==> src/design/drv_cfg_pkg.sv <==
// Package: register map, field layout and bus codes of the driver
// and converter configuration bank.
// Assumes a 32-bit AXI4-Lite slave with word-aligned registers.
package drv_cfg_pkg;

    // Register indexes as printed; byte address is four times the index
    localparam int unsigned IDX_W          = 10;
    localparam logic [IDX_W-1:0] IDX_ALG_ONE = 10'h0A0;
    localparam logic [IDX_W-1:0] IDX_ALG_TWO = 10'h0A2;
    localparam logic [IDX_W-1:0] IDX_CFG     = 10'h0AE;

    // Values after reset
    localparam logic [31:0] CFG_RESET     = 32'h0120_0000;
    localparam logic [31:0] ALG_ONE_RESET = 32'h0000_0000;
    localparam logic [31:0] ALG_TWO_RESET = 32'h0000_0000;

    // Field positions of the configuration word
    localparam int unsigned BIT_PARITY     = 31;
    localparam int unsigned BIT_COMP_EN    = 30;
    localparam int unsigned BIT_DELAY_HI   = 29;
    localparam int unsigned BIT_DELAY_LO   = 26;
    localparam int unsigned BIT_SLEW       = 25;
    localparam int unsigned BIT_SEQ_OFF    = 24;
    localparam int unsigned BIT_CUR_CAP    = 23;
    localparam int unsigned BIT_VSEL_HI    = 22;
    localparam int unsigned BIT_VSEL_LO    = 21;
    localparam int unsigned BIT_CONV_OFF   = 20;
    localparam int unsigned SEQ_OFF_LANE   = 3;

    // Bus answer codes
    localparam logic [1:0] RESP_OKAY   = 2'h0;
    localparam logic [1:0] RESP_SLVERR = 2'h2;

    typedef enum logic [1:0] {
        REGION_NONE = 2'h0,
        REGION_CFG  = 2'h1,
        REGION_ALG  = 2'h3
    } region_t;

    typedef struct packed {
        logic       parity;
        logic       delay_comp_en;
        logic [3:0] target_delay;
        logic       converter_switch_slew;
        logic       converter_sequencing_off;
        logic       converter_current_cap;
        logic [1:0] converter_voltage_sel;
        logic       converter_off;
        logic [19:0] spare;
    } cfg_t;

endpackage

==> src/design/alg_store.sv <==
// Small word store for the two internal algorithm locations.
// Assumes one clock; read data appear one cycle after rd_en.
`timescale 1ns/1ps
`default_nettype none
module alg_store
    import drv_cfg_pkg::*;
#(
    parameter int unsigned WIDTH = 32,
    parameter int unsigned DEPTH = 2
)(
    input  wire logic                     clk,
    input  wire logic                     rst_n,
    input  wire logic                     wr_en,
    input  wire logic [$clog2(DEPTH)-1:0] wr_addr,
    input  wire logic [WIDTH-1:0]         wr_data,
    input  wire logic [WIDTH/8-1:0]       wr_strb,
    input  wire logic                     rd_en,
    input  wire logic [$clog2(DEPTH)-1:0] rd_addr,
    output var  logic [WIDTH-1:0]         rd_data_reg
);

    logic [WIDTH-1:0] mem_reg [DEPTH];

    // Byte-lane write
    always_ff @(posedge clk or negedge rst_n)
    begin
        if (!rst_n)
        begin
            for (int i = 0; i < DEPTH; i++)
            begin
                mem_reg[i] <= (i == 0) ? ALG_ONE_RESET : ALG_TWO_RESET;
            end
        end
        else if (wr_en)
        begin
            for (int b = 0; b < WIDTH/8; b++)
            begin
                if (wr_strb[b])
                begin
                    mem_reg[wr_addr][b*8 +: 8] <= wr_data[b*8 +: 8];
                end
            end
        end
    end

    // Registered read
    always_ff @(posedge clk or negedge rst_n)
    begin
        if (!rst_n)
        begin
            rd_data_reg <= '0;
        end
        else if (rd_en)
        begin
            rd_data_reg <= mem_reg[rd_addr];
        end
    end

endmodule
`default_nettype wire

==> src/design/drv_cfg_bank.sv <==
// Driver and converter configuration bank with an AXI4-Lite slave.
// Assumes a single clock and a master that follows AXI4-Lite handshakes.
//
// The implementer's own choice: the AXI4-Lite register port.
`timescale 1ns/1ps
`default_nettype none
// How it works
// Configuration word at index AEh resets to 01200000h.
// Bit 30 enables driver delay compensation; resets to zero.
// Bits 29-26 pick target delay; zero means automatic from slew.
// Bit 25 picks converter switch slew rate; resets to zero.
// Bit 24 disables sequencing, resets to one, cleared by writing one.
// Bit 23 picks converter current limit; resets to zero.
// Bits 22-21 pick converter voltage; reset to one.
// Bit 20 turns converter off; bits 19-0 are plain storage.
// Software leaves algorithm locations A0h and A2h unchanged.
// Bit 31 is a plain stored parity bit, reset to zero.
module drv_cfg_bank
    import drv_cfg_pkg::*;
#(
    parameter int unsigned ADDR_W = 12
)(
    input  wire logic              clk,
    input  wire logic              rst_n,
    input  wire logic [ADDR_W-1:0] s_axi_awaddr,
    input  wire logic              s_axi_awvalid,
    output var  logic              s_axi_awready,
    input  wire logic [31:0]       s_axi_wdata,
    input  wire logic [3:0]        s_axi_wstrb,
    input  wire logic              s_axi_wvalid,
    output var  logic              s_axi_wready,
    output var  logic [1:0]        s_axi_bresp,
    output var  logic              s_axi_bvalid,
    input  wire logic              s_axi_bready,
    input  wire logic [ADDR_W-1:0] s_axi_araddr,
    input  wire logic              s_axi_arvalid,
    output var  logic              s_axi_arready,
    output var  logic [31:0]       s_axi_rdata,
    output var  logic [1:0]        s_axi_rresp,
    output var  logic              s_axi_rvalid,
    input  wire logic              s_axi_rready,
    output var  cfg_t              drv_cfg
);

    function automatic region_t region_of(input logic [ADDR_W-1:0] a);
        logic [IDX_W-1:0] idx;
        idx = a[IDX_W+1:2];
        if (idx == IDX_CFG)
            return REGION_CFG;
        else if (idx == IDX_ALG_ONE || idx == IDX_ALG_TWO)
            return REGION_ALG;
        else
            return REGION_NONE;
    endfunction

    function automatic logic alg_slot(input logic [ADDR_W-1:0] a);
        return (a[IDX_W+1:2] == IDX_ALG_TWO);
    endfunction

    function automatic logic [31:0] merge(input logic [31:0] old_v,
                                          input logic [31:0] new_v,
                                          input logic [3:0]  strb);
        logic [31:0] r;
        r = old_v;
        for (int b = 0; b < 4; b++)
        begin
            if (strb[b])
                r[b*8 +: 8] = new_v[b*8 +: 8];
        end
        return r;
    endfunction

    cfg_t              cfg_reg;
    cfg_t              cfg_next;
    logic              aw_full_reg;
    logic              w_full_reg;
    logic [ADDR_W-1:0] aw_addr_reg;
    logic [31:0]       w_data_reg;
    logic [3:0]        w_strb_reg;
    logic              bvalid_reg;
    logic [1:0]        bresp_reg;
    logic              arready_reg;
    logic              rd_stage_reg;
    region_t           rd_region_reg;
    logic              rvalid_reg;
    logic [31:0]       rdata_reg;
    logic [1:0]        rresp_reg;
    logic [31:0]       alg_rd_data;
    logic              wr_fire;
    logic              ar_fire;
    region_t           wr_region;
    logic              cfg_we;
    logic              alg_we;

    assign wr_fire   = aw_full_reg && w_full_reg && !bvalid_reg;
    assign ar_fire   = s_axi_arvalid && arready_reg;
    assign wr_region = region_of(aw_addr_reg);
    assign cfg_we    = wr_fire && (wr_region == REGION_CFG);
    assign alg_we    = wr_fire && (wr_region == REGION_ALG);

    // Write address channel
    always_ff @(posedge clk or negedge rst_n)
    begin
        if (!rst_n)
        begin
            aw_full_reg <= 1'b0;
            aw_addr_reg <= '0;
        end
        else if (s_axi_awvalid && s_axi_awready)
        begin
            aw_full_reg <= 1'b1;
            aw_addr_reg <= s_axi_awaddr;
        end
        else if (bvalid_reg && s_axi_bready)
        begin
            aw_full_reg <= 1'b0;
        end
    end

    // Write data channel
    always_ff @(posedge clk or negedge rst_n)
    begin
        if (!rst_n)
        begin
            w_full_reg <= 1'b0;
            w_data_reg <= '0;
            w_strb_reg <= '0;
        end
        else if (s_axi_wvalid && s_axi_wready)
        begin
            w_full_reg <= 1'b1;
            w_data_reg <= s_axi_wdata;
            w_strb_reg <= s_axi_wstrb;
        end
        else if (bvalid_reg && s_axi_bready)
        begin
            w_full_reg <= 1'b0;
        end
    end

    // Ready flags mirror empty holding slots
    always_ff @(posedge clk or negedge rst_n)
    begin
        if (!rst_n)
        begin
            s_axi_awready <= 1'b0;
            s_axi_wready  <= 1'b0;
        end
        else
        begin
            s_axi_awready <= (bvalid_reg && s_axi_bready) || (!aw_full_reg &&
                             !(s_axi_awvalid && s_axi_awready));
            s_axi_wready  <= (bvalid_reg && s_axi_bready) || (!w_full_reg &&
                             !(s_axi_wvalid && s_axi_wready));
        end
    end

    // Write response
    always_ff @(posedge clk or negedge rst_n)
    begin
        if (!rst_n)
        begin
            bvalid_reg <= 1'b0;
            bresp_reg  <= RESP_OKAY;
        end
        else if (wr_fire)
        begin
            bvalid_reg <= 1'b1;
            bresp_reg  <= (wr_region == REGION_NONE) ? RESP_SLVERR : RESP_OKAY;
        end
        else if (bvalid_reg && s_axi_bready)
        begin
            bvalid_reg <= 1'b0;
        end
    end

    // Next configuration word
    always_comb
    begin
        cfg_next = cfg_t'(merge(cfg_reg, w_data_reg, w_strb_reg));
        cfg_next.converter_sequencing_off = cfg_reg.converter_sequencing_off &
            ~(w_strb_reg[SEQ_OFF_LANE] & w_data_reg[BIT_SEQ_OFF]);
    end

    always_ff @(posedge clk or negedge rst_n)
    begin
        if (!rst_n)
        begin
            cfg_reg <= cfg_t'(CFG_RESET);
        end
        else if (cfg_we)
        begin
            cfg_reg <= cfg_next;
        end
    end

    assign drv_cfg = cfg_reg;

    alg_store #(
        .WIDTH (32),
        .DEPTH (2)
    ) u_alg_store (
        .clk         (clk),
        .rst_n       (rst_n),
        .wr_en       (alg_we),
        .wr_addr     (alg_slot(aw_addr_reg)),
        .wr_data     (w_data_reg),
        .wr_strb     (w_strb_reg),
        .rd_en       (ar_fire),
        .rd_addr     (alg_slot(s_axi_araddr)),
        .rd_data_reg (alg_rd_data)
    );

    // Read address acceptance
    always_ff @(posedge clk or negedge rst_n)
    begin
        if (!rst_n)
        begin
            arready_reg   <= 1'b0;
            rd_stage_reg  <= 1'b0;
            rd_region_reg <= REGION_NONE;
        end
        else
        begin
            rd_stage_reg <= ar_fire;
            if (ar_fire)
            begin
                arready_reg   <= 1'b0;
                rd_region_reg <= region_of(s_axi_araddr);
            end
            else if (!rd_stage_reg && (!rvalid_reg || s_axi_rready))
            begin
                arready_reg <= 1'b1;
            end
        end
    end

    // Read data and response
    always_ff @(posedge clk or negedge rst_n)
    begin
        if (!rst_n)
        begin
            rvalid_reg <= 1'b0;
            rdata_reg  <= '0;
            rresp_reg  <= RESP_OKAY;
        end
        else if (rd_stage_reg)
        begin
            rvalid_reg <= 1'b1;
            rresp_reg  <= (rd_region_reg == REGION_NONE) ? RESP_SLVERR
                                                         : RESP_OKAY;
            unique case (rd_region_reg)
                REGION_CFG: rdata_reg <= cfg_reg;
                REGION_ALG: rdata_reg <= alg_rd_data;
                default:    rdata_reg <= '0;
            endcase
        end
        else if (rvalid_reg && s_axi_rready)
        begin
            rvalid_reg <= 1'b0;
        end
    end

    assign s_axi_arready = arready_reg;
    assign s_axi_rvalid  = rvalid_reg;
    assign s_axi_rdata   = rdata_reg;
    assign s_axi_rresp   = rresp_reg;
    assign s_axi_bvalid  = bvalid_reg;
    assign s_axi_bresp   = bresp_reg;

    // Checks
    logic after_rst_reg;

    always_ff @(posedge clk or negedge rst_n)
    begin
        if (!rst_n)
            after_rst_reg <= 1'b0;
        else
            after_rst_reg <= 1'b1;
    end
endmodule
`default_nettype wire

==> config.mk <==
export PLATFORM = sky130hd
export DESIGN_NAME = drv_cfg_bank
export DESIGN_NICKNAME = d
export VERILOG_FILES = /design/src/design/drv_cfg_pkg.sv /design/src/design/alg_store.sv /design/src/design/drv_cfg_bank.sv
export SDC_FILE = /design/constraint.sdc
export NUM_CORES = 1
export LEC_CHECK = 0
export BUFFER_PORTS_ARGS = -buffer_cell sky130_fd_sc_hd__buf_2
export CORE_MARGIN = 4
export CORE_UTILIZATION = 40
export DETAILED_ROUTE_END_ITERATION = 8
export HOLD_SLACK_MARGIN = 0.02
export PLACE_DENSITY_LB_ADDON = 0.3
export SYNTH_ARGS = -nofsm -noshare
export SYNTH_HDL_FRONTEND = slang
export SYNTH_HIERARCHICAL = 1
export SYNTH_SLANG_ARGS = --single-unit
export TNS_END_PERCENT = 5
==> constraint.sdc <==
create_clock -name clk -period 2.5 [get_ports clk]
set_input_delay 0.375 -clock clk [delete_from_list [all_inputs] [get_ports clk]]
set_output_delay 0.375 -clock clk [all_outputs]
set_load 0.02 [all_outputs]
==> results.py <==
metrics = {
    "grt": {
        "grt_pass1_wl_um": 30620,
        "grt_pass1_vias": 5624,
        "grt_remaining_overflow": 0,
        "grt_max_degree": 73,
        "grt_use_total_pct": 15.49,
        "antenna_found_initial": 0,
    },
    "worst_setup_path": {
        "crit_required_ps": 2890,
        "worstSetupPathType": "flop to flop",
        "critPathSlowestCell": "or4b_4",
        "cp.buffers_inverters": 1,
        "crit_family": "simple AND/OR/NAND/NOR gates",
        "crit_path_cell_trace": "or4b_4, or4b_4, nor4b_4, buf_4, nand3b_4, mux2_2",
        "slowest_delay_ps": 560,
        "end_kind": "flop",
        "cpMostUsedCell": "or4b_4",
        "timing.critical_path.depth": 6,
        "worst_ep_arrival_time_ps": 2990,
        "cp-start-kind": "flop",
        "path_max_fanout": 8,
        "r2r_cells": 6,
    },
    "clock_network": {
        "root_buffer": "clkbuf_16",
        "clk_pin_slew_worst_paths_ps": 60,
        "clk_latency_ps": 500,
        "clock_path_buffers": 3,
        "numCtsBuffers": 24,
        "post_cts_buffers": 0,
        "tritoncts": "done",
        "h-tree-depth": 1,
        "clkSinkCount": 218,
    },
    "logic_synthesis": {
        "synth_top_area_share_pct": 60.13,
        "avgSynthCellArea_sq_um": 14.00,
        "yosysWarnings": 6,
        "netlist_area_sq_um": 8990,
        "synth.distinct_cells": 36,
        "ys_seq_elements": 218,
        "synth_cells": 642,
        "yosys-top-cells-area": "dfrtp_1 60%, mux2_2 18%, mux2i_1 7.1%",
        "yosysSeqAreaShare_pct": 60.71,
        "yosysTopAreaCell": "dfrtp_1",
    },
    "power": {
        "p_per_area_nw_per_um2": 909.5,
        "p_total_mw": 10.00,
        "vdd_drop_max_v": 0.0008584,
        "p_leak_nw": 5.247,
    },
    "route": {
        "wl_met3_um": 1053,
        "viasPerCell": 4.999,
        "drc": 0,
        "met1_length_um": 8811,
        "routed_wl_um": 19310,
        "drtPass1Iterations": 4,
        "top_layer": "met4",
        "wl_met2_um": 9046,
        "wl_per_cell_um": 17.67,
        "final_antenna_net_count": 0,
        "drt_iter0_drc": 154,
        "num_vias": 5464,
    },
    "floorplanning": {
        "initial_core_util_pct": 40.94,
        "die_h_um": 157.9,
        "coreArea_sq_um": 21960,
        "fp.dieArea_sq_um": 24940,
        "std_cell_rows": 54,
        "pin_count": 140,
        "fp.dieW_um": 157.9,
    },
    "place": {
        "place_ws_ps": -190.1,
        "portBuffers": 133,
        "place_inst": 1049,
        "gp_congestion": 0.7422,
        "hpwl_um": 12550,
        "placed_cell_area_sq_um": 10170,
    },
    "outcome": {
        "status": "finished with violations",
        "violations": "setup timing",
    },
    "worst_hold_path": {
        "min_path_cells": 2,
        "hp-class": "primary input to flop",
    },
    "sta": {
        "setup_viol": 64,
        "fin_setup_tns_ps": -5408,
        "slew_headroom_pct": 61.11,
        "fmax_mhz": 383.7,
        "drv_slew": 0,
        "finalCritPeriodShare_pct": 104.2,
        "finalCriticalPeriod_ps": 2606,
        "fin_worst_skew_ps": 8.477,
        "final_hold_viol_count": 0,
        "tightestPinTransition_ps": 583.4,
        "rsz0062_at_grt": "true",
        "setup_slack_ps": -105.9,
    },
    "finish": {
        "largest_reg_flops": 64,
        "final_area_sq_um": 11000,
        "n_antenna_cell": 0,
        "final_cell_mix": "215 x dfrtp_1, 138 x mux2_2, 132 x buf_2",
        "num-nets-final": 863,
        "area_growth_syn_to_layout_pct": 22.34,
        "final_layout_size_suffix_gt1_share_pct": 43.91,
        "final_common_cell": "dfrtp_1",
        "layout.cells.non_filler": 1093,
    },
    "run": {
        "maxCapViolCount": 0,
    },
}
## final timing paths
path | from | endpoint | slack [ps]
max reg2reg | aw_addr_reg[8]$_DFFE_PN0P_ | u_alg_store/mem_reg[62]$_DFFE_PN0P_ | -110
min reg2reg | w_data_reg[24]$_DFFE_PN0P_ | drv_cfg[24]$_DFFE_PN1P_ | 490
max in group asynchronous | rst_n | w_data_reg[17]$_DFFE_PN0P_ | 1350
min in group asynchronous | rst_n | drv_cfg[3]$_DFFE_PN0P_ | 430
max | aw_addr_reg[8]$_DFFE_PN0P_ | u_alg_store/mem_reg[62]$_DFFE_PN0P_ | -110
min | s_axi_bready | s_axi_bvalid$_DFFE_PN0P_ | 70
## where the power goes
part | switching (mW) | total (mW) | internal, mW
clock network | 1.35 | 3.54 | 2.19
registers | 0.647 | 4.91 | 4.26
logic | 0.781 | 1.55 | 0.773
## cells in the mapped netlist, drive strengths merged
library cell,count
mux2,142
a21boi,1
inv,38
nor4bb,1
a21oi,33
dfstp,2
nand2b,1
clkbuf,19
a21o,1
o22ai,32
o21ai,3
nor4b,2
mux2i,64
or4b,2
o41ai,1
nor2,33
conb,1
nand2,12
buf,13
nor3,1
o21a,2
nand3,6
o31ai,1
nand3b,5
or4bb,4
dfrtp,216
o31a,1
nor4,5
## layout make-up
| cell class | instances | area [sq um] |
|---|---|---|
| sequential | 218 | 5459 |
| fill | 1928 | 10960 |
| timing repair buffer | 159 | 968.4 |
| tap | 280 | 350.3 |
| clock inverter | 4 | 72.57 |
| clock buffer | 39 | 728.2 |
| inverter | 38 | 142.6 |
| multi-input combinational | 355 | 3277 |
## kinds of logic after synthesis
group / count (synthesis) / synth area share [%]
AND/OR/NAND/NOR: 72 / 5.957
flip-flops: 218 / 60.71
AO/OA/AOI/OAI: 75 / 4.857
other: 1 / 0.04171
buffers and inverters: 70 / 3.438
multiplexers: 206 / 25.00
## stage by stage
| step | utilization, % | hold slack, ps |
|---|---|---|
| detailed placement | 46.31 | 383.2 |
| global route | 50.09 | 73.34 |
| finish | 50.09 | 74.70 |
| global placement | 46.31 | 384.6 |
| CTS | 50.09 | 55.46 |
| floorplan | - | 79.41 |
## repair_timing
| item | in CTS | in global routing |
|---|---|---|
| hold endpoints to repair | 67 | 0 |
| endpoints found under the setup margin | 64 | 64 |
| pin swaps | 1 | 0 |
| hold buffers | 1 | 0 |
| resized for setup | 5 | 0 |
## layer usage
layer	vias up	track usage, %
met1	2732	21.37
met2	107	25.07
met5	-	0
met3	32	3.253
li1	2593	-
met4	0	4.179
Power figures use the tool's default switching activity.
